<file path="config.mk">
export PLATFORM = sky130hd
export DESIGN_NAME = tcl_regs
export DESIGN_NICKNAME = d
export VERILOG_FILES = /design/src/tcl_pkg.sv /design/src/tcl_sync.sv /design/src/tcl_regs.sv
export SDC_FILE = /design/constraint.sdc
export NUM_CORES = 1
export LEC_CHECK = 0
export BUFFER_PORTS_ARGS = -buffer_cell sky130_fd_sc_hd__buf_2
export CORE_MARGIN = 2
export CORE_UTILIZATION = 40
export DETAILED_ROUTE_END_ITERATION = 8
export GPL_TIMING_DRIVEN = 1
export PLACE_DENSITY_LB_ADDON = 0.2
export SETUP_SLACK_MARGIN = 0.15
export SLEW_MARGIN = 15
export SYNTH_ARGS = -nofsm -noshare
export SYNTH_HDL_FRONTEND = slang
export SYNTH_HIERARCHICAL = 1
export SYNTH_SLANG_ARGS = --single-unit
</file>
<file path="constraint.sdc">
create_clock -name i_clk_sys -period 1.95 [get_ports i_clk_sys]
set_input_delay 0.2925 -clock i_clk_sys [delete_from_list [all_inputs] [get_ports i_clk_sys]]
set_output_delay 0.2925 -clock i_clk_sys [all_outputs]
set_load 0.02 [all_outputs]
</file>
<file path="src/tcl_pkg.sv">
// Package for the tag configuration and lock register block
package tcl_pkg;

  // Register byte addresses on the serial-bus system area
  localparam logic [11:0] TCL_ADDR_WP_LO   = 12'h800;
  localparam logic [11:0] TCL_ADDR_WP_HI   = 12'h801;
  localparam logic [11:0] TCL_ADDR_CFG     = 12'h910;
  localparam logic [11:0] TCL_ADDR_CTRL    = 12'h920;

  // Reset and delivery values
  localparam logic [15:0] TCL_WP_RESET     = 16'h0000;
  localparam logic [7:0]  TCL_CFG_RESET    = 8'hF4;
  localparam logic [7:0]  TCL_ZERO_BYTE    = 8'h00;

  // Configuration byte fields
  localparam int          TCL_CFG_PIN_MODE = 3;
  localparam int          TCL_CFG_HV_OFF   = 2;
  localparam int          TCL_CFG_LVL_HI   = 1;
  localparam int          TCL_CFG_LVL_LO   = 0;
  localparam logic [7:0]  TCL_CFG_HV_MASK  = 8'h07;
  localparam logic [7:0]  TCL_CFG_PIN_MASK = 8'h08;

  // Control register fields
  localparam int          TCL_CTRL_DONE    = 7;
  localparam int          TCL_CTRL_FIELD   = 1;
  localparam int          TCL_CTRL_HV_EN   = 0;

  // Activity pin modes
  localparam logic        TCL_MODE_BUSY    = 1'b0;
  localparam logic        TCL_MODE_WIP     = 1'b1;

  // Dedicated RF configuration commands
  typedef enum logic [2:0] {
    TCL_RF_READ_CONFIG   = 3'h0,
    TCL_RF_WRITE_HV_CFG  = 3'h1,
    TCL_RF_WRITE_PIN_CFG = 3'h2,
    TCL_RF_READ_CONTROL  = 3'h3,
    TCL_RF_SET_HV_EN     = 3'h4
  } tcl_rf_cmd_e;

  // Activity pin state, one-hot
  typedef enum logic [2:0] {
    TCL_ACT_IDLE = 3'b001,
    TCL_ACT_BUSY = 3'b010,
    TCL_ACT_WIP  = 3'b100
  } tcl_act_e;

  // RF frame events, one-cycle pulses from the RF front end
  typedef struct packed {
    logic sof;
    logic crc_rcvd;
    logic cmd_bad;
    logic exec_done;
    logic write_start;
    logic answer_start;
  } tcl_rf_evt_s;

  // Serial-bus register request
  typedef struct packed {
    logic        req;
    logic        we;
    logic        system_area_select;
    logic [11:0] addr;
    logic [7:0]  wdata;
  } tcl_bus_req_s;

  // RF configuration command request
  typedef struct packed {
    logic        valid;
    tcl_rf_cmd_e cmd;
    logic [7:0]  wdata;
  } tcl_rf_req_s;

endpackage

</file>
<file path="src/tcl_sync.sv">
// Two-flop synchroniser for asynchronous level inputs
`timescale 1ns/1ps
module tcl_sync #(
  parameter int W = 1
) (
  // Clock and reset
  input  wire logic         i_clk_sys,
  input  wire logic         i_arst_n,
  // Data
  input  wire logic [W-1:0] i_async,
  output logic      [W-1:0] o_sync
);

  logic [W-1:0] meta_q;

  // First stage feeds only the second stage
  always_ff @(posedge i_clk_sys or negedge i_arst_n) begin
    if (!i_arst_n) begin
      meta_q <= '0;
      o_sync <= '0;
    end else begin
      meta_q <= i_async;
      o_sync <= meta_q;
    end
  end

endmodule // tcl_sync

</file>
<file path="src/tcl_regs.sv">
// Sector write-protect, configuration and control registers with activity pin
`timescale 1ns/1ps
module tcl_regs
  import tcl_pkg::*;
(
  // Clock and reset
  input  wire logic         i_clk_sys,
  input  wire logic         i_arst_n,
  // Stored non-volatile configuration, sampled after reset
  input  wire logic [7:0]   i_nv_cfg,
  // Serial-bus register port
  input  wire tcl_bus_req_s i_bus,
  input  wire logic         i_bus_pwd_ok,
  input  wire logic         i_bus_cmd_active,
  input  wire logic         i_bus_write_active,
  output logic              o_bus_ack,
  output logic              o_bus_err,
  output logic [7:0]        o_bus_rdata,
  // Write cycle events
  input  wire logic         i_wr_cycle_start,
  input  wire logic         i_wr_cycle_ok,
  // RF command port
  input  wire tcl_rf_req_s  i_rf,
  input  wire tcl_rf_evt_s  i_rf_evt,
  input  wire logic         i_rf_field_on,
  output logic              o_rf_ack,
  output logic [7:0]        o_rf_rdata,
  // Non-volatile store request
  output logic              o_cfg_store,
  output logic [7:0]        o_cfg_store_data,
  // Protection and analog controls
  output logic [15:0]       o_sector_wp,
  output logic              o_harvest_out_en,
  output logic [1:0]        o_harvest_sink_level,
  output logic              o_rf_activity_pin
);

  logic [15:0] wp_q;
  logic [7:0]  cfg_q;
  logic [7:0]  cfg_d;
  logic        hv_en_q;
  logic        done_q;
  logic        load_q;
  logic        field_s;
  tcl_act_e    act_q;
  tcl_act_e    act_d;
  logic        pull_d;

  // Field indicator comes from the analog detector
  tcl_sync #(
    .W (1)
  ) u_field_sync (
    .i_clk_sys (i_clk_sys),
    .i_arst_n  (i_arst_n),
    .i_async   (i_rf_field_on),
    .o_sync    (field_s)
  );

  // Serial-bus decode; system-area select must be set
  function automatic logic bus_hit(input tcl_bus_req_s b, input logic [11:0] a);
    bus_hit = b.req && b.system_area_select && (b.addr == a);
  endfunction

  logic hit_wp_lo;
  logic hit_wp_hi;
  logic hit_cfg;
  logic hit_ctrl;
  logic wp_wr_ok;

  assign hit_wp_lo = bus_hit(i_bus, TCL_ADDR_WP_LO);
  assign hit_wp_hi = bus_hit(i_bus, TCL_ADDR_WP_HI);
  assign hit_cfg   = bus_hit(i_bus, TCL_ADDR_CFG);
  assign hit_ctrl  = bus_hit(i_bus, TCL_ADDR_CTRL);
  assign wp_wr_ok  = i_bus.we && i_bus_pwd_ok;

  logic rf_wr_hv;
  logic rf_wr_pin;
  logic rf_set_en;

  assign rf_wr_hv  = i_rf.valid && (i_rf.cmd == TCL_RF_WRITE_HV_CFG);
  assign rf_wr_pin = i_rf.valid && (i_rf.cmd == TCL_RF_WRITE_PIN_CFG);
  assign rf_set_en = i_rf.valid && (i_rf.cmd == TCL_RF_SET_HV_EN);

  // One-shot load of stored settings just after reset release
  always_ff @(posedge i_clk_sys or negedge i_arst_n) begin
    if (!i_arst_n) begin
      load_q <= 1'b1;
    end else begin
      load_q <= 1'b0;
    end
  end

  // Sector write-protect word, low byte is sectors 7-0
  always_ff @(posedge i_clk_sys or negedge i_arst_n) begin
    if (!i_arst_n) begin
      wp_q <= TCL_WP_RESET;
    end else begin
      if (hit_wp_lo && wp_wr_ok) begin
        wp_q[7:0] <= i_bus.wdata;
      end
      if (hit_wp_hi && wp_wr_ok) begin
        wp_q[15:8] <= i_bus.wdata;
      end
    end
  end

  // Configuration byte; don't-care upper nibble is kept as written
  // Next value is shared with the store request so both see the same byte
  always_comb begin
    cfg_d = cfg_q;
    if (load_q) begin
      cfg_d = i_nv_cfg;
    end else if (hit_cfg && i_bus.we) begin
      cfg_d = i_bus.wdata;
    end else if (rf_wr_hv) begin
      cfg_d = (cfg_q & ~TCL_CFG_HV_MASK) | (i_rf.wdata & TCL_CFG_HV_MASK);
    end else if (rf_wr_pin) begin
      cfg_d = (cfg_q & ~TCL_CFG_PIN_MASK) | (i_rf.wdata & TCL_CFG_PIN_MASK);
    end
  end

  always_ff @(posedge i_clk_sys or negedge i_arst_n) begin
    if (!i_arst_n) begin
      cfg_q <= TCL_CFG_RESET;
    end else begin
      cfg_q <= cfg_d;
    end
  end

  // Harvest enable; bus write wins over a same-cycle RF write
  always_ff @(posedge i_clk_sys or negedge i_arst_n) begin
    if (!i_arst_n) begin
      hv_en_q <= 1'b0;
    end else if (load_q) begin
      hv_en_q <= ~i_nv_cfg[TCL_CFG_HV_OFF];
    end else if (hit_ctrl && i_bus.we) begin
      hv_en_q <= i_bus.wdata[TCL_CTRL_HV_EN];
    end else if (rf_set_en) begin
      hv_en_q <= i_rf.wdata[TCL_CTRL_HV_EN];
    end
  end

  // Write-done flag; completion wins over a coincident start
  always_ff @(posedge i_clk_sys or negedge i_arst_n) begin
    if (!i_arst_n) begin
      done_q <= 1'b0;
    end else if (i_wr_cycle_ok) begin
      done_q <= 1'b1;
    end else if (i_wr_cycle_start) begin
      done_q <= 1'b0;
    end
  end

  // Serial-bus answer, one cycle after the request
  always_ff @(posedge i_clk_sys or negedge i_arst_n) begin
    if (!i_arst_n) begin
      o_bus_ack   <= 1'b0;
      o_bus_err   <= 1'b0;
      o_bus_rdata <= TCL_ZERO_BYTE;
    end else begin
      o_bus_ack   <= i_bus.req;
      o_bus_err   <= 1'b0;
      o_bus_rdata <= TCL_ZERO_BYTE;
      if (hit_wp_lo || hit_wp_hi) begin
        o_bus_err <= i_bus.we && !i_bus_pwd_ok;
        if (!i_bus.we) begin
          o_bus_rdata <= hit_wp_hi ? wp_q[15:8] : wp_q[7:0];
        end
      end else if (hit_cfg) begin
        if (!i_bus.we) begin
          o_bus_rdata <= cfg_q;
        end
      end else if (hit_ctrl) begin
        if (!i_bus.we) begin
          o_bus_rdata <= {done_q, 5'b00000, field_s, hv_en_q};
        end
      end else if (i_bus.req) begin
        o_bus_err <= 1'b1;
      end
    end
  end

  // RF command answer, one cycle after the command
  always_ff @(posedge i_clk_sys or negedge i_arst_n) begin
    if (!i_arst_n) begin
      o_rf_ack   <= 1'b0;
      o_rf_rdata <= TCL_ZERO_BYTE;
    end else begin
      o_rf_ack   <= i_rf.valid;
      o_rf_rdata <= TCL_ZERO_BYTE;
      if (i_rf.valid) begin
        case (i_rf.cmd)
          TCL_RF_READ_CONFIG: begin
            o_rf_rdata <= cfg_q;
          end
          TCL_RF_READ_CONTROL: begin
            o_rf_rdata <= {1'b0, 5'b00000, 1'b1, hv_en_q};
          end
          default: begin
            o_rf_rdata <= TCL_ZERO_BYTE;
          end
        endcase
      end
    end
  end

  // Store request toward the non-volatile array on any config write
  always_ff @(posedge i_clk_sys or negedge i_arst_n) begin
    if (!i_arst_n) begin
      o_cfg_store      <= 1'b0;
      o_cfg_store_data <= TCL_ZERO_BYTE;
    end else begin
      o_cfg_store      <= !load_q && ((hit_cfg && i_bus.we) || rf_wr_hv || rf_wr_pin);
      o_cfg_store_data <= cfg_d;
    end
  end

  // Activity state; field loss always drops back to idle
  always_comb begin
    act_d = act_q;
    case (act_q)
      TCL_ACT_IDLE: begin
        if (!field_s) begin
          act_d = TCL_ACT_IDLE;
        end else if (cfg_q[TCL_CFG_PIN_MODE] == TCL_MODE_BUSY && i_rf_evt.sof) begin
          act_d = TCL_ACT_BUSY;
        end else if (cfg_q[TCL_CFG_PIN_MODE] == TCL_MODE_WIP && i_rf_evt.write_start) begin
          act_d = TCL_ACT_WIP;
        end
      end
      TCL_ACT_BUSY: begin
        if (!field_s) begin
          act_d = TCL_ACT_IDLE;
        end else if (i_rf_evt.exec_done) begin
          act_d = TCL_ACT_IDLE;
        end else if (i_rf_evt.crc_rcvd && i_rf_evt.cmd_bad) begin
          act_d = TCL_ACT_IDLE;
        end
      end
      TCL_ACT_WIP: begin
        if (!field_s || i_rf_evt.answer_start) begin
          act_d = TCL_ACT_IDLE;
        end
      end
      default: begin
        act_d = TCL_ACT_IDLE;
      end
    endcase
  end

  always_ff @(posedge i_clk_sys or negedge i_arst_n) begin
    if (!i_arst_n) begin
      act_q <= TCL_ACT_IDLE;
    end else begin
      act_q <= act_d;
    end
  end

  // Serial-bus activity masks the pull: a bus command in busy mode, a bus write in WIP mode
  always_comb begin
    pull_d = 1'b0;
    if (act_d == TCL_ACT_BUSY) begin
      pull_d = !i_bus_cmd_active;
    end else if (act_d == TCL_ACT_WIP) begin
      pull_d = !i_bus_write_active;
    end
  end

  // Registered outputs
  always_ff @(posedge i_clk_sys or negedge i_arst_n) begin
    if (!i_arst_n) begin
      o_rf_activity_pin    <= 1'b0;
      o_harvest_out_en     <= 1'b0;
      o_harvest_sink_level <= 2'b00;
      o_sector_wp          <= TCL_WP_RESET;
    end else begin
      o_rf_activity_pin    <= pull_d;
      o_harvest_out_en     <= hv_en_q;
      o_harvest_sink_level <= {cfg_q[TCL_CFG_LVL_HI], cfg_q[TCL_CFG_LVL_LO]};
      o_sector_wp          <= wp_q;
    end
  end

endmodule // tcl_regs

</file>
==> flow_summary_export.csv, run 1 <==
group,metric,value,unit
detailed_routing,drtAntennaViolNets,0,
cts,clock_path_buffers,2,
cells_and_area,drive_gt1_share,46.4,%
placed_design,port_buffers,100,
floorplanning,die_x,91.0,um
cells_and_area,utilization,54.3,%
placed_design,place_hpwl,4830,um
yosys,ys_seq_elements,77,
floorplanning,die-area,8290,sq um
cts,hold_buffers,1,
cells_and_area,antenna_cells,0,
yosys,syn_area_per_cell,13.2,sq um
floorplanning,rows,31,
global_routing,grt_max_degree,43,
floorplanning,core_region_area,7290,sq um
sta,fin_setup_tns,0,ns
sta,setup_viol,0,
detailed_routing,num_vias,2142,
detailed_routing,drt_iter0_drc,110,
yosys,synthesis.nets,286,
sta,post-route-min-period,1.50,ns
cts,numCtsBuffers,9,
detailed_routing,drc_errors,0,
cts,numClockSinks,77,
cells_and_area,area_growth,30.8,%
sta,slew_violations,0,
worst_setup_path,arrival,1.73,ns
worst_hold_path,hold_class,"in -> reg",
global_routing,grt_pass1_wl,11000,um
worst_setup_path,cp_slowest_cell,"nor4_4",
detailed_routing,wl,6740,um
cells_and_area,fin_cells,442,
yosys,ys_types,41,
placed_design,place_congestion,0.820,
power,power,3.46,mW
global_routing,grt_overflow,0,
run_status,outcome,"finished, final reports clean",
yosys,synth_area,3030,sq um
worst_setup_path,critPathKind,"in -> reg",
worst_setup_path,worstPathRequired,2.18,ns
worst_setup_path,cp_cell_sequence,"buf_2 -> nor4_4 -> nand4_2 -> nor3_4 -> buf_12 -> mux2_2",
cts,cts_tree,"yes",
cts,clkTransAtPathRegs,0.07,ns
placed_design,dp_slack,0.0764,ns
sta,hold_viol_final,0,
floorplanning,chipHeight,91.0,um
floorplanning,initial_utilization,41.6,%
cts,cts_resized,0,
cells_and_area,final_cell_mix,"99 x buf_2, 70 x dfrtp_1, 21 x mux2_2, 18 x nand2_1, 17 x mux2i_1",
cells_and_area,final_nets,395,
sta,rsz0062_at_grt,"no",
worst_setup_path,endpoint_kind,"flip-flop",
placed_design,dp_cells,425,
yosys,yosysWarnings,6,
worst_setup_path,crit_buf_inv,2,
global_routing,first_global_vias,2215,
run,max_cap_violations,0,
yosys,syn_inst,229,
cts,h-tree-depth,3,
worst_setup_path,slowest_delay,0.43,ns
cts,clk_latency,0.35,ns
sta,setup_ws,0.452,ns
global_routing,grt.total_usage,17.5,%
yosys,yosysSeqAreaShare,63.9,%
sta,max_freq,0.668,GHz
sta,worst_clock_skew,0.00623,ns
floorplanning,pin_count,105,
detailed_routing,firstDrtPassIters,4,
power,p_leak,2.09,nW
worst_setup_path,cp_max_fo,8,
global_routing,antenna_found_initial,0,
detailed_routing,routed_via_density,4.85,
cts,root_buffer,"clkbuf_8",
worst_setup_path,critical-path-top-delay-family,"simple AND/OR/NAND/NOR gates",
cells_and_area,mostFrequentLayoutCell,"buf_2",
worst_setup_path,start_kind,"input port",
power,irDropWorstVdd,347,uV
detailed_routing,wl_per_cell,15.3,um
power,powerDensity,872,nW/um^2
sta,fin_crit_sh,76.8,%
cts,post-cts-setup-buffers,0,
synth_stat cells:
cell / n / area [sq um]
dfrtp_1: 70 / 1750
nand2_1: 18 / 67.6
dfstp_2: 7 / 184
o21ai_0: 9 / 45.0
and3b_1: 1 / 8.76
nand4_2: 1 / 12.5
nand4_1: 5 / 31.3
a22oi_1: 3 / 22.5
clkbuf_1: 5 / 18.8
or2_2: 2 / 12.5
a311o_1: 2 / 20.0
mux2_2: 21 / 236
and3_1: 2 / 12.5
nand3_1: 4 / 20.0
a21oi_1: 4 / 20.0
and4bb_1: 1 / 12.5
nor2_2: 1 / 6.26
mux2i_1: 17 / 170
or4_1: 1 / 7.51
nor4bb_1: 4 / 40.0
o41ai_1: 1 / 8.76
inv_1: 2 / 7.51
nor3b_1: 1 / 7.51
buf_4: 3 / 22.5
nor3_4: 1 / 16.3
buf_2: 3 / 15.0
and4bb_2: 1 / 12.5
nor3_1: 4 / 20.0
nand2b_1: 3 / 18.8
and2_1: 6 / 37.5
conb_1: 1 / 3.75
nor2b_1: 4 / 25.0
o31ai_1: 1 / 7.51
o211ai_1: 1 / 7.51
xor2_1: 1 / 8.76
a21o_1: 1 / 7.51
o22ai_1: 8 / 50.1
a31oi_1: 1 / 6.26
nor4_4: 1 / 21.3
buf_1: 1 / 3.75
nor2_1: 6 / 22.5
registers in the layout, indices dropped and copies added, names as in the netlist, 2 cells and up:
name,cells
o_bus_rdata,8
o_cfg_store_data,8
o_rf_rdata,8
wp_q,16
o_sector_wp,16
act_q,3
cfg_q,5
o_harvest_sink_level,2
through the flow:
stage | hold slack [ns] | cell area (sq um)
finish | 0.0536 | 3960
global route | 0.0446 | 3960
CTS | 0.0409 | 3960
detailed placement | 0.274 | 3700
global placement | 0.273 | 3700
floorplan | -0.00309 | 3030
area by class of cell:
class,count,area (sq um)
clock buffer,12,155
clock inverter,4,95.1
fill,699,3330
inverter,2,7.51
multi-input combinational,138,1030
sequential,77,1940
tap,99,124
timing repair buffer,110,618
report_power, final:
group          switching [mW]  total (mW)  internal (mW)  leakage, nW
combinational           0.170       0.295          0.125        0.953
clock                   0.546        1.46          0.919        0.127
sequential             0.0399        1.70           1.66         1.01
total                   0.755        3.46           2.70         2.09
logic make-up (layout without fill, tap and decap cells):
family	Yosys count	in the layout	share of synthesized area [%]
flops	77	77	63.9
mux	38	38	13.4
xor+xnor	1	1	0.289
simple gates	67	67	13.6
other cells	1	1	0.124
compound gates	31	31	6.44
buf+inv	14	128	2.23
path summary, 6_finish.rpt:
check                      slack (ns)                  end  cells past startpoint                 from
max                              0.45              wp_q[6]                      6             i_bus[9]
min                              0.05  u_field_sync/meta_q                      1        i_rf_field_on
max reg2reg                      0.50    o_rf_activity_pin                      4             act_q[0]
min reg2reg                      0.35  u_field_sync/o_sync                      0  u_field_sync/meta_q
max in group asynchronous        0.89               load_q                      3             i_arst_n
min in group asynchronous        0.43            o_bus_ack                      2             i_arst_n
routing by layer:
metal	GRT usage (%)	wire (um)	up-vias
met5	0	0	-
li1	-	-	1033
met2	27.2	3170	74
met4	6.82	105	0
met1	23.7	3050	1021
met3	4.32	409	14
Power figures use the tool's default switching activity.
==> run 2: changes to the inputs <==
==> constraint.sdc (replaced) <==
create_clock -name i_clk_sys -period 1.4 [get_ports i_clk_sys]
set_input_delay 0.21 -clock i_clk_sys [delete_from_list [all_inputs] [get_ports i_clk_sys]]
set_output_delay 0.21 -clock i_clk_sys [all_outputs]
set_load 0.02 [all_outputs]
==> flow_summary_export.csv, run 2 (same netlist as run 1, synthesis figures left out) <==
group,metric,value,unit
cts,clock_path_buffers,2,
floorplanning,initial_utilization,41.6,%
power,p_leak,2.25,nW
placed_design,place_hpwl,5060,um
floorplanning,die-area,8290,sq um
run,max_cap_violations,0,
power,powerDensity,1130,nW/um^2
sta,slew_violations,0,
worst_hold_path,hold_class,"in -> reg",
global_routing,first_global_vias,2312,
sta,setup_viol,0,
power,irDropWorstVdd,483,uV
cts,numClockSinks,77,
cts,root_buffer,"clkbuf_8",
worst_setup_path,arrival,1.60,ns
worst_setup_path,r2r_slack,0.04,ns
detailed_routing,firstDrtPassIters,4,
cells_and_area,drive_gt1_share,53.4,%
worst_setup_path,endpoint_kind,"flip-flop",
worst_setup_path,start_kind,"flip-flop",
global_routing,grt_max_degree,44,
run_status,outcome,"finished, final reports clean",
sta,post-route-min-period,1.36,ns
sta,rsz0062_at_grt,"yes",
global_routing,grt.total_usage,18.1,%
global_routing,grt_pass1_wl,11600,um
cells_and_area,area_growth,43.0,%
global_routing,antenna_found_initial,0,
sta,setup_ws,0.0446,ns
worst_setup_path,slowest_delay,0.53,ns
worst_setup_path,worstPathRequired,1.65,ns
cells_and_area,final_cell_mix,"96 x buf_2, 69 x dfrtp_1, 27 x buf_4, 20 x mux2_4, 18 x nand2_1",
cells_and_area,fillers,614,
floorplanning,pin_count,105,
global_routing,grt_overflow,0,
floorplanning,rows,31,
cells_and_area,top_regs,"o_sector_wp: 16 flops, wp_q: 16 flops",
detailed_routing,drt_iter0_drc,83,
sta,hold_viol_final,0,
floorplanning,chipHeight,91.0,um
cts,cts_tree,"yes",
power,power,4.88,mW
cells_and_area,mostFrequentLayoutCell,"buf_2",
detailed_routing,drc_errors,0,
sta,worst_clock_skew,0.0144,ns
detailed_routing,drtAntennaViolNets,0,
detailed_routing,routed_via_density,4.92,
placed_design,port_buffers,100,
detailed_routing,wl_per_cell,15.6,um
worst_setup_path,critPathKind,"reg -> reg",
detailed_routing,wl,7260,um
floorplanning,core_region_area,7290,sq um
cts,clkTransAtPathRegs,0.07,ns
cts,clk_latency,0.35,ns
worst_setup_path,cp_max_fo,2,
sta,max_freq,0.738,GHz
cts,numCtsBuffers,9,
worst_setup_path,cp_cell_sequence,"nor4bb_4 -> a31oi_1 -> or4_1 -> o41ai_2",
placed_design,dp_slack,-0.249,ns
cts,h-tree-depth,3,
floorplanning,die_x,91.0,um
cells_and_area,antenna_cells,0,
detailed_routing,num_vias,2292,
cells_and_area,final_nets,419,
worst_setup_path,cp_slowest_cell,"dfstp_2",
sta,fin_crit_sh,96.8,%
placed_design,place_congestion,0.834,
[run 2: layout make-up]
cell class / count / area, sq um / area share (%)
clock inverter: 7 / 121 / 2.80
multi-input combinational: 138 / 1190 / 27.4
timing repair buffer: 134 / 831 / 19.2
clock buffer: 9 / 124 / 2.86
tap: 99 / 124 / 2.86
sequential: 77 / 1940 / 44.7
inverter: 2 / 7.51 / 0.173
[run 2: worst max-delay path, delay by kind of cell (launching register included)]
kind / cells / cell delay, ns
AOI/OAI and AO/OA: 2 / 0.14
DFF: 1 / 0.53
and+or+nand+nor: 2 / 0.60
[run 2: worst paths after layout]
path,to,cells after the start,start
max,o_rf_activity_pin,4,act_q[0]
min,o_rf_ack,1,i_rf[11]
max reg2reg,o_rf_activity_pin,4,act_q[0]
min reg2reg,u_field_sync/o_sync,0,u_field_sync/meta_q
max in group asynchronous,act_q[0],3,i_arst_n
min in group asynchronous,o_bus_err,2,i_arst_n
[run 2: metal layers]
metal	up-vias	routed length [um]	global-route usage [%]
met5	-	0	0
met4	0	92	6.31
met3	9	482	4.90
met2	80	3410	28.0
met1	1119	3270	24.8
li1	1084	-	-
[run 2: what timing repair did]
item,4_1_cts,5_1_grt
pin swaps,4,9
buffers inserted,3,1
endpoints found under the hold margin,15,0
hold buffers,2,0
resized for setup,18,15
setup endpoints to repair,20,40
[run 2: metrics by stage]
step	cell area (sq um)	hold WS (ns)	util, %	cells	TNS, ns
2_1_floorplan	3120	-0.0856	-	229	-1.78
3_3_place_gp	3890	0.0938	53.4	444	-7.52
3_5_place_dp	3890	0.0911	53.4	444	-7.99
4_1_cts	4250	0.0170	58.3	465	0
5_1_grt	4330	0.0195	59.4	466	-0.0187
6_report	4330	0.0336	59.4	466	0
[run 2: power by group]
part / internal (mW) / total (mW) / leakage [nW] / switching (mW)
Sequential: 2.31 / 2.36 / 1.01 / 0.0493
Combinational: 0.246 / 0.515 / 1.12 / 0.269
Clock: 1.20 / 2.01 / 0.124 / 0.817
==> run 3: changes to the inputs <==
--- a/config.mk
+++ b/config.mk
@@ -5,6 +5,7 @@
 export SDC_FILE = /design/constraint.sdc
 export NUM_CORES = 1
 export LEC_CHECK = 0
+export ABC_AREA = 1
 export BUFFER_PORTS_ARGS = -buffer_cell sky130_fd_sc_hd__buf_2
 export CORE_MARGIN = 2
 export CORE_UTILIZATION = 40
==> flow_summary_export.csv, run 3 <==
group,metric,value,unit
cts,clock_path_buffers,2,
worst_setup_path,cp_max_fo,3,
power,p_sw,1.33,mW
power,p_comb_share,13.5,%
detailed_routing,drt_iter0_drc,145,
floorplanning,pin_count,105,
run_status,outcome,"finished, final reports clean",
global_routing,grt_max_degree,33,
yosys,syn_inst,361,
detailed_routing,drc_errors,0,
placed_design,place_congestion,0.884,
power,intPower,3.41,mW
sta,max_freq,0.791,GHz
yosys,ys_types,30,
yosys,yosysSeqAreaShare,58.1,%
yosys,synth-main-ff-cell,"dfrtp_1",
cells_and_area,final_cell_mix,"99 x buf_2, 86 x nand2_1, 69 x dfrtp_1, 57 x inv_1, 24 x nand3_1",
worst_setup_path,critPathKind,"reg -> reg",
cts,numCtsBuffers,9,
global_routing,first_global_vias,2635,
power,switching_share,28.1,%
cts,cts_tree,"yes",
cells_and_area,final_nets,545,
worst_hold_path,holdPathStages,1,
yosys,synth_common_cells,"86 x nand2_1, 70 x dfrtp_1, 60 x inv_1",
cts,clkTransAtPathRegs,0.08,ns
worst_setup_path,cp_slowest_cell,"dfstp_2",
yosys,synth_edf_count,0,
yosys,yosysMostFrequentCell,"nand2_1",
yosys,synth_top_area_share,52.6,%
power,seqPwrFrac,51.1,%
sta,setup_viol,0,
worst_hold_path,hold_class,"in -> reg",
global_routing,grt_overflow,0,
yosys,ys_seq_elements,77,
floorplanning,die_x,95.3,um
cells_and_area,mostFrequentLayoutCell,"buf_2",
detailed_routing,num_vias,2838,
worst_setup_path,arrival,1.51,ns
power,p_clk_share,35.4,%
cells_and_area,utilization,53.7,%
detailed_routing,firstDrtPassIters,5,
global_routing,antenna_found_initial,0,
sta,fin_crit_sh,90.3,%
worst_setup_path,r2r_slack,0.14,ns
cts,clk_latency,0.35,ns
run,max_cap_violations,0,
floorplanning,initial_utilization,41.0,%
global_routing,grt.total_usage,18.2,%
worst_setup_path,slowest_delay,0.56,ns
floorplanning,core_region_area,8130,sq um
cts,post-cts-setup-buffers,0,
yosys,synthArstFlopShare,100,%
cells_and_area,fin_cells,598,
detailed_routing,drtAntennaViolNets,0,
cells_and_area,antenna_cells,0,
sta,worst_clock_skew,0.00678,ns
detailed_routing,routed_via_density,4.75,
floorplanning,chipHeight,95.3,um
yosys,synth_top_area_cell,"dfrtp_1",
cells_and_area,fillers,780,
floorplanning,die-area,9080,sq um
worst_setup_path,worstPathRequired,1.65,ns
worst_setup_path,endpoint_kind,"flip-flop",
worst_setup_path,cpMostUsedCell,"nand2_1",
detailed_routing,wl_per_cell,13.3,um
sta,fin_setup_tns,0,ns
sta,hold_viol_final,0,
worst_setup_path,cp_cell_sequence,"nand3_2 -> inv_1 -> nand2_1 -> a21oi_2 -> nor2_1 -> nand2_1 -> nand2_1",
cts,root_buffer,"clkbuf_8",
sta,holdWs,0.0166,ns
worst_setup_path,start_kind,"flip-flop",
cts,numClockSinks,77,
detailed_routing,wl,7950,um
yosys,synthesis.nets,418,
yosys,yosysWarnings,6,
cells_and_area,drive_gt1_share,37.9,%
power,powerDensity,1090,nW/um^2
cells_and_area,area_growth,31.0,%
placed_design,port_buffers,100,
power,power,4.74,mW
floorplanning,rows,33,
yosys,synth_area,3330,sq um
power,p_leak,2.41,nW
worst_setup_path,reg2reg_from,"act_q[0]",
global_routing,grt_pass1_wl,12400,um
sta,rsz0062_at_grt,"yes",
sta,post-route-min-period,1.26,ns
cells_and_area,top_regs,"o_sector_wp: 16 flops, wp_q: 16 flops",
worst_setup_path,ff2ff_path_depth,7,
yosys,ys_top_cells_by_area,"dfrtp_1 53%, nand2_1 9.7%, inv_1 6.8%",
sta,slew_violations,0,
worst_hold_path,hold_start,"i_bus[22]",
power,irDropWorstVdd,668,uV
cts,h-tree-depth,3,
placed_design,place_hpwl,6000,um
worst_hold_path,holdPathEnd,"o_bus_ack",
worst_setup_path,r2r-end,"o_rf_activity_pin",
placed_design,dp_cells,580,
yosys,syn_area_per_cell,9.23,sq um
[run 3: changes by cell type in the layout (fill, tap and decap cells not counted), moves of 10 or more]
cell and delta:
inv_1 +55, mux2_4 -20, mux2i_1 -16, nand2_1 +68, nand3_1 +20, nand4_1 +10
o21ai_0 +15
[run 3: final cells by class]
class / instances / area (sq um) / area share [%]
multi-input cells: 212 / 1130 / 25.9
well taps: 105 / 131 / 3.01
repair buffers: 124 / 726 / 16.6
inverters: 64 / 241 / 5.53
flip-flops and latches: 77 / 1940 / 44.4
clock buffers: 9 / 124 / 2.84
clock inverters: 7 / 73.8 / 1.69
[run 3: logic make-up after synthesis]
group,Yosys count,share of synthesized area [%]
simple gates,166,24.9
flops,77,58.1
buf+inv,72,8.97
compound gates,45,7.89
other cells,1,0.113
[run 3: per-stage QoR]
step	worst slack, ns	area [sq um]
6_report	0.135	4360
5_1_grt	0.0381	4360
4_1_cts	0.144	4340
3_5_place_dp	-0.0154	4120
3_3_place_gp	0.00424	4120
2_1_floorplan	0.155	3340
[run 3: what timing repair did]
item,in CTS,in global routing
hold buffers,2,0
setup endpoints to repair,2,3
gates resized for setup,2,11
hold endpoints to repair,71,0
pin swaps,0,4
[run 3: worst max path at each step]
stage	end	cells past startpoint	slack, ns	from
after floorplan	o_cfg_store_data[4]	7	0.15	i_bus[17]
after global placement	o_cfg_store_data[3]	8	0.004	i_bus[17]
after detailed placement	o_bus_rdata[3]	9	-0.02	i_bus[14]
after CTS	o_rf_activity_pin	7	0.14	act_q[0]
after global routing	o_rf_activity_pin	7	0.04	act_q[0]
final	o_rf_activity_pin	7	0.14	act_q[0]
[run 3: worst max-delay path: cells and delay by family (launching register included)]
kind	cells	cell delay, ns
and+or+nand+nor	5	0.34
DFF	1	0.56
AOI/OAI and AO/OA	1	0.17
buffers and inverters	1	0.09
[run 3: metal layers]
layer	vias up	GRT usage [%]	part of all wire (%)	wire length, um
met5	-	0	0	0
met4	0	8.70	1.9	149
met3	14	4.19	7.5	596
met2	91	27.6	47	3720
met1	1334	24.8	44	3480
li1	1399	-	-	-
[run 3: power by group through the flow]
stage | logic [mW] | clock network, mW | registers [mW]
after floorplan | 0.275 | 0 | 2.50
after CTS | 0.610 | 1.72 | 2.41
after detailed placement | 0.597 | 0 | 2.45
after global placement | 0.580 | 0 | 2.45
after global routing | 0.722 | 1.81 | 2.44
final | 0.641 | 1.68 | 2.42
